## src/verilog/cis_pkg.sv

```systemverilog
// Purpose: constants for the clock start-up and resync sequencer
// Assumes: 10 MHz system clock, serial port frames of 24 bits
// Notes:   offsets are byte addresses on the serial port
package cis_pkg;
  localparam int          CLK_MHZ         = 10;
  localparam int          NCH             = 14;
  // serial frame: 1 direction bit, 15 address bits, 8 data bits
  localparam int          FRAME_BITS      = 24;
  localparam int          HDR_BITS        = 16;
  localparam int          ADDR_BITS       = 15;
  localparam logic [4:0]  FRAME_LAST      = 5'h17;
  localparam logic [4:0]  HDR_LAST        = 5'h0f;
  // update registers loaded after reset release
  localparam logic [14:0] ADDR_UPD_A      = 15'h009f;
  localparam logic [14:0] ADDR_UPD_B      = 15'h00a0;
  localparam logic [14:0] ADDR_UPD_C      = 15'h00a5;
  localparam logic [14:0] ADDR_UPD_D      = 15'h00a8;
  localparam logic [14:0] ADDR_UPD_E      = 15'h00b0;
  // control and status
  localparam logic [14:0] ADDR_CTRL       = 15'h0001;
  localparam logic [14:0] ADDR_STATUS     = 15'h0002;
  localparam logic [14:0] ADDR_PER_LO     = 15'h0003;
  localparam logic [14:0] ADDR_PER_HI     = 15'h0004;
  localparam logic [14:0] ADDR_CHEN_LO    = 15'h0005;
  localparam logic [14:0] ADDR_CHEN_HI    = 15'h0006;
  localparam logic [14:0] ADDR_SYEN_LO    = 15'h0007;
  localparam logic [14:0] ADDR_SYEN_HI    = 15'h0008;
  localparam logic [14:0] ADDR_PMODE_LO   = 15'h0009;
  localparam logic [14:0] ADDR_PMODE_HI   = 15'h000a;
  localparam logic [14:0] ADDR_PNUM       = 15'h000b;
  localparam int          CTRL_RESTART    = 0;
  localparam int          CTRL_RESEED     = 1;
  localparam int          CTRL_PULSE      = 2;
  localparam int          ST_SYNTH_LOCK   = 0;
  localparam int          ST_CLEAN_LOCK   = 1;
  localparam int          ST_PHASED       = 2;
  localparam int          ST_RESEED_PEND  = 3;
  localparam int          ST_PULSE_PEND   = 4;
  localparam logic [11:0] PER_RESET       = 12'h001;
  localparam logic [7:0]  PNUM_RESET      = 8'h01;
  // lock and settle times
  localparam int          SYNTH_LOCK_US   = 50;
  localparam int          SYNTH_LOCK_CYC  = SYNTH_LOCK_US * CLK_MHZ;
  localparam int          CLEAN_LOCK_MS   = 50;
  localparam int          CLEAN_LOCK_CYC  = CLEAN_LOCK_MS * 1000 * CLK_MHZ;
  localparam logic [4:0]  SYNC_PERIODS    = 5'h06;
  typedef enum logic [4:0] {
    ST_IDLE  = 5'b00001,
    ST_RESET = 5'b00010,
    ST_CAL   = 5'b00100,
    ST_RUN   = 5'b01000,
    ST_SYNC  = 5'b10000
  } cis_state_type;
endpackage : cis_pkg

```

## src/verilog/cis_sync_seq.sv

```systemverilog
// Purpose: start-up, restart, reseed and pulse sequencing of the clock generator
// Assumes: host drives the serial port; spiClk is slow against clk_sys
// Notes:   loop lock is modelled by fixed settle counts
// Summary of operation
// - restart bit one then zero resets dividers and begins calibration.
// - cleanup loop locks in parallel; synthesis loop locks after fifty microseconds.
// - reseed request aligns divider phases and emits initial pulse stream.
// - phase status flag goes to one once every output is phased.
// - pulse request emits pulse chain on pulse-mode sysref channels.
// - channels with sync enable cleared ignore sync and keep running.
// - channels may run continuously, switch dynamically, or burst temporarily.
// - timer counts periods from twelve-bit host count; sequences dividers.
module cis_sync_seq #(
  parameter int CLEAN_LOCK_CYCLES = cis_pkg::CLEAN_LOCK_CYC
) (
  input  wire logic                   clk_sys,
  input  wire logic                   resetn,
  input  wire logic                   spiClk,
  input  wire logic                   spiCsN,
  input  wire logic                   spiDataIn,
  output logic                        spiDataOut,
  output logic                        spiDataOutEn,
  output logic [cis_pkg::NCH-1:0]     sysrefOut,
  output logic                        divReset,
  output logic                        synthLocked,
  output logic                        cleanLocked,
  output logic                        outputsPhased
);
  localparam int NCH = cis_pkg::NCH;
  typedef struct packed {
    logic                  sclkMeta;
    logic                  sclkSync;
    logic                  sclkPrev;
    logic                  csnMeta;
    logic                  csnSync;
    logic                  sdiMeta;
    logic                  sdiSync;
    logic [4:0]            bitCnt;
    logic [22:0]           shiftIn;
    logic [7:0]            shiftOut;
    logic                  reading;
    logic                  sdo;
    logic [4:0][7:0]       upd;
    logic                  restartBit;
    logic                  reseedPend;
    logic                  pulsePend;
    logic [11:0]           sysPer;
    logic [NCH-1:0]        chanEn;
    logic [NCH-1:0]        syncEn;
    logic [NCH-1:0]        pulseMode;
    logic [7:0]            pulseNum;
    cis_pkg::cis_state_type state;
    logic [15:0]           lockCnt;
    logic [31:0]           cleanCnt;
    logic [11:0]           timerCnt;
    logic [4:0]            periodCnt;
    logic [NCH-1:0]        phase;
    logic [8:0]            pulseLeft;
    logic                  synthLock;
    logic                  cleanLock;
    logic                  phaseOk;
  } cis_regs_type;

  cis_regs_type r;
  cis_regs_type next_r;
  function automatic logic [7:0] readReg(input cis_regs_type s, input logic [14:0] a);
    logic [15:0] en;
    logic [15:0] sy;
    logic [15:0] pm;
    en = 16'(s.chanEn);
    sy = 16'(s.syncEn);
    pm = 16'(s.pulseMode);
    case (a)
      cis_pkg::ADDR_UPD_A:    readReg = s.upd[0];
      cis_pkg::ADDR_UPD_B:    readReg = s.upd[1];
      cis_pkg::ADDR_UPD_C:    readReg = s.upd[2];
      cis_pkg::ADDR_UPD_D:    readReg = s.upd[3];
      cis_pkg::ADDR_UPD_E:    readReg = s.upd[4];
      cis_pkg::ADDR_CTRL:     readReg = {7'h00, s.restartBit};
      cis_pkg::ADDR_STATUS:   readReg = {3'h0, s.pulsePend, s.reseedPend, s.phaseOk,
                                         s.cleanLock, s.synthLock};
      cis_pkg::ADDR_PER_LO:   readReg = s.sysPer[7:0];
      cis_pkg::ADDR_PER_HI:   readReg = {4'h0, s.sysPer[11:8]};
      cis_pkg::ADDR_CHEN_LO:  readReg = en[7:0];
      cis_pkg::ADDR_CHEN_HI:  readReg = en[15:8];
      cis_pkg::ADDR_SYEN_LO:  readReg = sy[7:0];
      cis_pkg::ADDR_SYEN_HI:  readReg = sy[15:8];
      cis_pkg::ADDR_PMODE_LO: readReg = pm[7:0];
      cis_pkg::ADDR_PMODE_HI: readReg = pm[15:8];
      cis_pkg::ADDR_PNUM:     readReg = s.pulseNum;
      default:                readReg = 8'h00;
    endcase
  endfunction : readReg
  always_comb begin
    logic        sclkRise;
    logic        sclkFall;
    logic        tick;
    logic        wrStrobe;
    logic [14:0] wrAddr;
    logic [7:0]  wrData;
    logic [15:0] en;
    logic [15:0] sy;
    logic [15:0] pm;
    logic [22:0] shifted;
    next_r   = r;
    sclkRise = 1'b0;
    sclkFall = 1'b0;
    tick     = 1'b0;
    wrStrobe = 1'b0;
    wrAddr   = 15'h0000;
    wrData   = 8'h00;
    en       = 16'(r.chanEn);
    sy       = 16'(r.syncEn);
    pm       = 16'(r.pulseMode);
    shifted  = {r.shiftIn[21:0], r.sdiSync};
    // two-stage synchronisers; the edge finder looks only at the second stage
    next_r.sclkMeta = spiClk;
    next_r.sclkSync = r.sclkMeta;
    next_r.sclkPrev = r.sclkSync;
    next_r.csnMeta  = spiCsN;
    next_r.csnSync  = r.csnMeta;
    next_r.sdiMeta  = spiDataIn;
    next_r.sdiSync  = r.sdiMeta;
    sclkRise = r.sclkSync & ~r.sclkPrev;
    sclkFall = ~r.sclkSync & r.sclkPrev;
    // serial port: one access per frame, so set and clear of restart are distinct writes
    if (r.csnSync) begin
      next_r.bitCnt  = 5'h00;
      next_r.reading = 1'b0;
    end else if (sclkRise) begin
      next_r.shiftIn = shifted;
      next_r.bitCnt  = r.bitCnt + 5'h01;
      if (r.bitCnt == cis_pkg::HDR_LAST) begin
        next_r.reading  = shifted[15];
        next_r.shiftOut = readReg(r, shifted[14:0]);
      end
      if (r.bitCnt == cis_pkg::FRAME_LAST && !r.shiftIn[22]) begin
        wrStrobe = 1'b1;
        wrAddr   = r.shiftIn[21:7];
        wrData   = {r.shiftIn[6:0], r.sdiSync};
      end
    end else if (sclkFall && r.reading) begin
      next_r.sdo      = r.shiftOut[7];
      next_r.shiftOut = {r.shiftOut[6:0], 1'b0};
    end
    if (wrStrobe) begin
      case (wrAddr)
        cis_pkg::ADDR_UPD_A:    next_r.upd[0] = wrData;
        cis_pkg::ADDR_UPD_B:    next_r.upd[1] = wrData;
        cis_pkg::ADDR_UPD_C:    next_r.upd[2] = wrData;
        cis_pkg::ADDR_UPD_D:    next_r.upd[3] = wrData;
        cis_pkg::ADDR_UPD_E:    next_r.upd[4] = wrData;
        cis_pkg::ADDR_CTRL: begin
          next_r.restartBit = wrData[cis_pkg::CTRL_RESTART];
          if (wrData[cis_pkg::CTRL_RESEED]) next_r.reseedPend = 1'b1;
          if (wrData[cis_pkg::CTRL_PULSE]) next_r.pulsePend = 1'b1;
        end
        cis_pkg::ADDR_PER_LO:   next_r.sysPer[7:0] = wrData;
        cis_pkg::ADDR_PER_HI:   next_r.sysPer[11:8] = wrData[3:0];
        cis_pkg::ADDR_CHEN_LO:  en[7:0] = wrData;
        cis_pkg::ADDR_CHEN_HI:  en[15:8] = wrData;
        cis_pkg::ADDR_SYEN_LO:  sy[7:0] = wrData;
        cis_pkg::ADDR_SYEN_HI:  sy[15:8] = wrData;
        cis_pkg::ADDR_PMODE_LO: pm[7:0] = wrData;
        cis_pkg::ADDR_PMODE_HI: pm[15:8] = wrData;
        cis_pkg::ADDR_PNUM:     next_r.pulseNum = wrData;
        default: ;
      endcase
    end
    next_r.chanEn    = en[NCH-1:0];
    next_r.syncEn    = sy[NCH-1:0];
    next_r.pulseMode = pm[NCH-1:0];
    // timer period in system clocks; a zero count behaves as one
    if (r.state == cis_pkg::ST_IDLE || r.state == cis_pkg::ST_RESET) begin
      next_r.timerCnt = 12'h000;
    end else if (r.timerCnt + 12'h001 >= r.sysPer) begin
      next_r.timerCnt = 12'h000;
      tick = 1'b1;
    end else begin
      next_r.timerCnt = r.timerCnt + 12'h001;
    end

    // channel phase: enabled channels toggle once per timer period
    for (int i = 0; i < NCH; i++) begin
      if (!r.chanEn[i]) begin
        next_r.phase[i] = 1'b0;
      end else if (r.state == cis_pkg::ST_SYNC && r.syncEn[i]) begin
        next_r.phase[i] = 1'b0;
      end else if (tick) begin
        next_r.phase[i] = ~r.phase[i];
      end
    end

    if (tick && r.pulseLeft != 9'h000) next_r.pulseLeft = r.pulseLeft - 9'h001;

    // cleanup loop settles alongside synthesis calibration
    if (r.state == cis_pkg::ST_CAL || r.state == cis_pkg::ST_RUN ||
        r.state == cis_pkg::ST_SYNC) begin
      if (r.cleanCnt >= 32'(CLEAN_LOCK_CYCLES - 1)) next_r.cleanLock = 1'b1;
      else next_r.cleanCnt = r.cleanCnt + 32'h1;
    end

    // restart wins from every state
    if (r.restartBit) begin
      next_r.state     = cis_pkg::ST_RESET;
      next_r.synthLock = 1'b0;
      next_r.cleanLock = 1'b0;
      next_r.phaseOk   = 1'b0;
      next_r.lockCnt   = 16'h0000;
      next_r.cleanCnt  = 32'h0;
      next_r.pulseLeft = 9'h000;
      next_r.phase     = '0;
    end else begin
      case (r.state)
        cis_pkg::ST_IDLE: ;
        cis_pkg::ST_RESET: next_r.state = cis_pkg::ST_CAL;
        cis_pkg::ST_CAL: begin
          if (r.lockCnt == 16'(cis_pkg::SYNTH_LOCK_CYC - 1)) begin
            next_r.synthLock = 1'b1;
            next_r.state     = cis_pkg::ST_RUN;
          end else begin
            next_r.lockCnt = r.lockCnt + 16'h0001;
          end
        end
        cis_pkg::ST_RUN: begin
          // reseed first; a write landing now defers the clear, so a new request wins
          if (r.reseedPend && !wrStrobe) begin
            next_r.reseedPend = 1'b0;
            next_r.phaseOk    = 1'b0;
            next_r.periodCnt  = 5'h00;
            next_r.state      = cis_pkg::ST_SYNC;
          end else if (r.pulsePend && !wrStrobe) begin
            next_r.pulsePend = 1'b0;
            next_r.pulseLeft = {r.pulseNum, 1'b0};
            for (int i = 0; i < NCH; i++) begin
              if (r.pulseMode[i]) next_r.phase[i] = 1'b0;
            end
          end
        end
        cis_pkg::ST_SYNC: begin
          if (tick) begin
            if (r.periodCnt == cis_pkg::SYNC_PERIODS - 5'h01) begin
              next_r.phaseOk = 1'b1;
              next_r.state   = cis_pkg::ST_RUN;
              // initial stream for pulse channels starts with phasing
              next_r.pulseLeft = {r.pulseNum, 1'b0};
            end else begin
              next_r.periodCnt = r.periodCnt + 5'h01;
            end
          end
        end
        default: next_r.state = cis_pkg::ST_IDLE;
      endcase
    end
  end
  always_ff @(posedge clk_sys or negedge resetn) begin
    if (!resetn) begin
      r           <= '0;
      r.csnMeta   <= 1'b1;
      r.csnSync   <= 1'b1;
      r.sysPer    <= cis_pkg::PER_RESET;
      r.pulseNum  <= cis_pkg::PNUM_RESET;
      r.state     <= cis_pkg::ST_IDLE;
    end else begin
      r <= next_r;
    end
  end

  // pulse-mode channels only drive during a burst; others run freely
  for (genvar i = 0; i < NCH; i++) begin : g_out
    assign sysrefOut[i] = r.pulseMode[i] ? (r.phase[i] & (r.pulseLeft != 9'h000))
                                         : r.phase[i];
  end

  assign spiDataOut    = r.sdo;
  assign spiDataOutEn  = r.reading & ~r.csnSync;
  assign divReset      = (r.state == cis_pkg::ST_RESET) | r.restartBit;
  assign synthLocked   = r.synthLock;
  assign cleanLocked   = r.cleanLock;
  assign outputsPhased = r.phaseOk;
endmodule : cis_sync_seq
```

## config.mk

```make
export PLATFORM = sky130hd
export DESIGN_NAME = cis_sync_seq
export DESIGN_NICKNAME = d
export VERILOG_FILES = /design/src/verilog/cis_pkg.sv /design/src/verilog/cis_sync_seq.sv
export SDC_FILE = /design/constraint.sdc
export NUM_CORES = 1
export LEC_CHECK = 0
export BUFFER_PORTS_ARGS = -buffer_cell sky130_fd_sc_hd__buf_2
export CAP_MARGIN = 20
export CELL_PAD_IN_SITES_DETAIL_PLACEMENT = 0
export CELL_PAD_IN_SITES_GLOBAL_PLACEMENT = 1
export CORE_MARGIN = 1.5
export CORE_UTILIZATION = 45
export DETAILED_ROUTE_END_ITERATION = 8
export GPL_TIMING_DRIVEN = 0
export PLACE_DENSITY = 0.86
export REMOVE_ABC_BUFFERS = 1
export SYNTH_ARGS = -nofsm -noshare
export SYNTH_HDL_FRONTEND = slang
export SYNTH_SLANG_ARGS = --single-unit
```

## constraint.sdc

```tcl
create_clock -name clk_sys -period 2.93 [get_ports clk_sys]
set_clock_uncertainty 0.1 [all_clocks]
set_input_delay 0.293 -clock clk_sys [delete_from_list [all_inputs] [get_ports clk_sys]]
set_output_delay 0.293 -clock clk_sys [all_outputs]
set_load 0.005 [all_outputs]
```

==> metrics.md <==
| Metric | Value |
|---|---|
| Flop pwr share | `0.453` |
| CTS tree | `done` |
| Core area | `27000 um^2` |
| CP arrival | `3600 ps` |
| Htree depth | `1` |
| Internal power | `0.00601 W` |
| Post-synth cell types | `80` |
| Seq/Total Area, Yosys | `0.498` |
| Number of global-route vias before repair | `9521` |
| Sw frac | `0.254` |
| Total overflow reported by the global router | `0` |
| Routed wire length per instance | `19.9 um` |
| Die Ht | `169 um` |
| Top_reg_cell synth | `dfrtp_1` |
| Yosys Warn Count | `0` |
| Final WL | `32500 um` |
| Nets | `1297` |
| Starting Density | `0.459` |
| Number of synthesized flops with an enable pin | `0` |
| I/O pins | `25` |
| TritonCTS buffer count | `28` |
| Total Die Area | `28500 um^2` |
| HP Class | `input port to async pin` |
| Largest net degree at the start of global routing | `103` |
| Clk slew on worst S/H paths | `60 ps` |
| Synthesized area per cell | `10.0 um^2` |
| Reg2Reg Depth | `13` |
| Minimum hold slack | `189 ps` |
| Most common cell on crit path | `and3_4` |
| Crit path cell chain | `and3_4, and3_4, nand3_4, xnor2_2, ha_1, nand4_1, or4_4, buf_4, a21oi_4, buf_6, buf_8, nand2_1, a32o_1` |
| Min cycle time layout | `3280 ps` |
| Final Cycle Share | `1.12` |
| Die Wd | `169 um` |
| R2R setup slack | `-350 ps` |
| First-pass DRT Iterations | `5` |
| Comb power frac | `0.077` |
| Area after DPL | `12900 um^2` |
| F_max | `305 MHz` |
| Worst Tran Pin Value | `898 ps` |
| DP HPWL | `21700 um` |
| Gp weighted congestion | `0.883` |
| RSZ-0062 raised after global routing | `true` |
| Placement row count | `60` |
| Clk root buf | `clkbuf_16` |
| CP Buf/Inv Count | `3` |
| Post-route cell area | `14600 um^2` |
| Crit Path Category | `flip-flop to flip-flop` |
| Final hold violations | `0` |
| CTS max path bufs | `3` |
| Wire length of the first global-routing pass | `52100 um` |
| Clock Sinks | `246` |
| Slowest-stage cell, CP | `or4_4` |
| Largest stage delay on the critical path | `580 ps` |
| Setup TNS | `-10480 ps` |
| Post-synthesis instance total | `1235` |
| First DRT Iteration DRCs | `780` |
| DRC errors left | `0` |
| Share of cells above drive strength 1 | `0.202` |
| Critical path required time | `3250 ps` |
| Initial antenna violation count | `0` |
| Switching Power | `0.00205 W` |
| Violated checks | `negative setup slack` |
| Via count | `9735` |
| Pleak | `6.17 nW` |
| Worst skew pair latency | `540 ps` |
| Clk pwr share | `0.470` |
| Slew headroom | `0.400` |
| Slew Limit Fails | `0` |
| Layout Utilization | `0.541` |
| RR Endpoint | `r[11]` |
| CP top delay family | `simple AND/OR/NAND/NOR gates` |
| Drt via density | `5.95` |
| Post-synthesis register bit count | `246` |
| Diode count | `0` |
| Overall Global Routing Usage | `0.230` |
| Setup violations, final | `43` |
| IO Port Bufs | `24` |
| CP endpoint kind | `flip-flop` |
| Setup ws final | `-346 ps` |
| Overall Power | `0.00806 W` |
| PwrDens | `553 nW/um^2` |
| VDD IR max | `345 uV` |
| CP Launch Type | `flip-flop` |
| Area delta synth->final | `17.8%` |
| Max FO, Critical Path | `5` |
| Number of antenna-violating nets in the routed design | `0` |
| FF-to-FF Start | `r[33]` |
| Total of max-cap violations | `0` |
| Post-Syn Area | `12400 um^2` |
| Run status | `finished, violations left` |
| Ys async rst share | `1.00` |
power by group through the flow:
stage          combinational, W  sequential [W]  clock (W)
2_1_floorplan          0.000353         0.00362          0
3_3_place_gp           0.000538         0.00370          0
3_5_place_dp           0.000579         0.00369          0
4_1_cts                0.000594         0.00363    0.00384
5_1_grt                0.000666         0.00365    0.00398
6_report               0.000624         0.00365    0.00379
routing by layer:
metal	part of all wire	track usage	vias to the layer above
met4	0.032	0.0714	0
met5	0	0	-
li1	-	-	4505
met2	0.47	0.368	320
met3	0.060	0.0309	69
met1	0.44	0.326	4841
flip-flops by register name (all words and copies together), names as in the netlist:
name / cells
spiDataOut: 1
r: 238
synthLocked: 1
outputsPhased: 1
cleanLocked: 1
next_r: 4
through the flow:
stage | worst slack [ps] | std cells
floorplan | -602 | 1170
global placement | -2990 | 1535
finish | -346 | 1635
CTS | -298 | 1618
global route | -455 | 1635
detailed placement | -937 | 1546
worst reg2reg max path: stages (launching register included):
cell and delay, ps:
dfrtp_1 360, and3_4 200, and3_4 200, nand3_4 120
xnor2_2 180, ha_1 320, nand4_1 130, or4_4 580
buf_4 180, a21oi_4 170, buf_6 160, buf_8 140
nand2_1 60, a32o_1 260
cell families after synthesis:
logic type                 count (synthesis)  share of synthesized area
xor gates and xnor gates                  52                     0.0368
muxes                                     72                     0.0703
AOI/OAI and AO/OA                        241                      0.124
buffers and inverters                     93                     0.0311
adders and majority gates                 20                     0.0202
and+or+nand+nor                          511                      0.220
DFF                                      246                      0.498
placed cells by master (no fill, tap or decap), types with 11 or more instances in the layout:
cell type  count
mux2_2        58
or3_1         12
buf_2         24
and2_1        17
a211oi_1      12
nor3_1        22
dfrtp_1      238
a21boi_0      14
o21ai_0      103
nand3_1       49
ha_1          19
clkbuf_16     30
inv_1         28
nor4b_1       11
nand4_1       20
and3_1        11
buf_4         25
nor2b_1       37
nor4_1        20
nand3b_1      16
a21oi_1       30
nor2_1        77
nand2_1      144
xnor2_1       38
area by class of cell:
class | instances | area (um^2)
clock buffer | 39 | 853
clock inverter | 13 | 169
fill | 2362 | 12400
inverter | 28 | 105
multi-input combinational | 896 | 6200
sequential | 246 | 6170
tap | 341 | 427
timing repair buffer | 72 | 657
what timing repair did:
| item | CTS | global route |
|---|---|---|
| pin swaps | 25 | 10 |
| setup endpoints to repair | 167 | 100 |
| cloned | 0 | 1 |
| buffers inserted | 16 | 16 |
| hold buffers | 4 | 0 |
| gates resized for setup | 40 | 44 |
| hold endpoints to repair | 64 | 0 |
cell usage after synthesis, drive strengths merged, types with 4 or more instances:
master / n / share of area
or4: 8 / 0.0049
a21boi: 16 / 0.0097
o21a: 6 / 0.0036
nand2b: 7 / 0.0035
mux2: 59 / 0.054
and2: 17 / 0.0086
dfstp: 5 / 0.011
nor3: 30 / 0.014
xnor2: 44 / 0.031
xor2: 8 / 0.0057
a32o: 5 / 0.0040
ha: 20 / 0.020
a22o: 8 / 0.0057
nand2: 146 / 0.044
or3: 15 / 0.0081
nand3b: 16 / 0.0097
o21ai: 105 / 0.042
nand4b: 9 / 0.0064
or2: 4 / 0.0020
mux4: 6 / 0.011
o211ai: 5 / 0.0030
nor2: 84 / 0.026
and4: 5 / 0.0035
clkbuf: 52 / 0.016
a211oi: 14 / 0.0085
nor4b: 13 / 0.0097
nor4: 26 / 0.014
a32oi: 6 / 0.0042
inv: 28 / 0.0085
o2bb2ai: 4 / 0.0028
nand3: 51 / 0.021
dfrtp: 241 / 0.49
a22oi: 5 / 0.0030
a221oi: 5 / 0.0035
buf: 13 / 0.0068
and3: 14 / 0.0071
nand4: 21 / 0.011
a21oi: 35 / 0.014
nor3b: 5 / 0.0039
nor2b: 37 / 0.019
mux2i: 7 / 0.0057
worst max path at each step:
stage | from | to | slack [ps] | cells past startpoint
2_1_floorplan | r[34] | r[94] | -600 | 11
3_3_place_gp | resetn | r[31] | -2990 | 1
3_5_place_dp | r[33] | r[4] | -940 | 12
4_1_cts | r[35] | r[30] | -300 | 10
5_1_grt | r[33] | r[8] | -450 | 13
6_report | r[33] | r[11] | -350 | 13
Note: power is estimated with default switching activity, not from simulation.
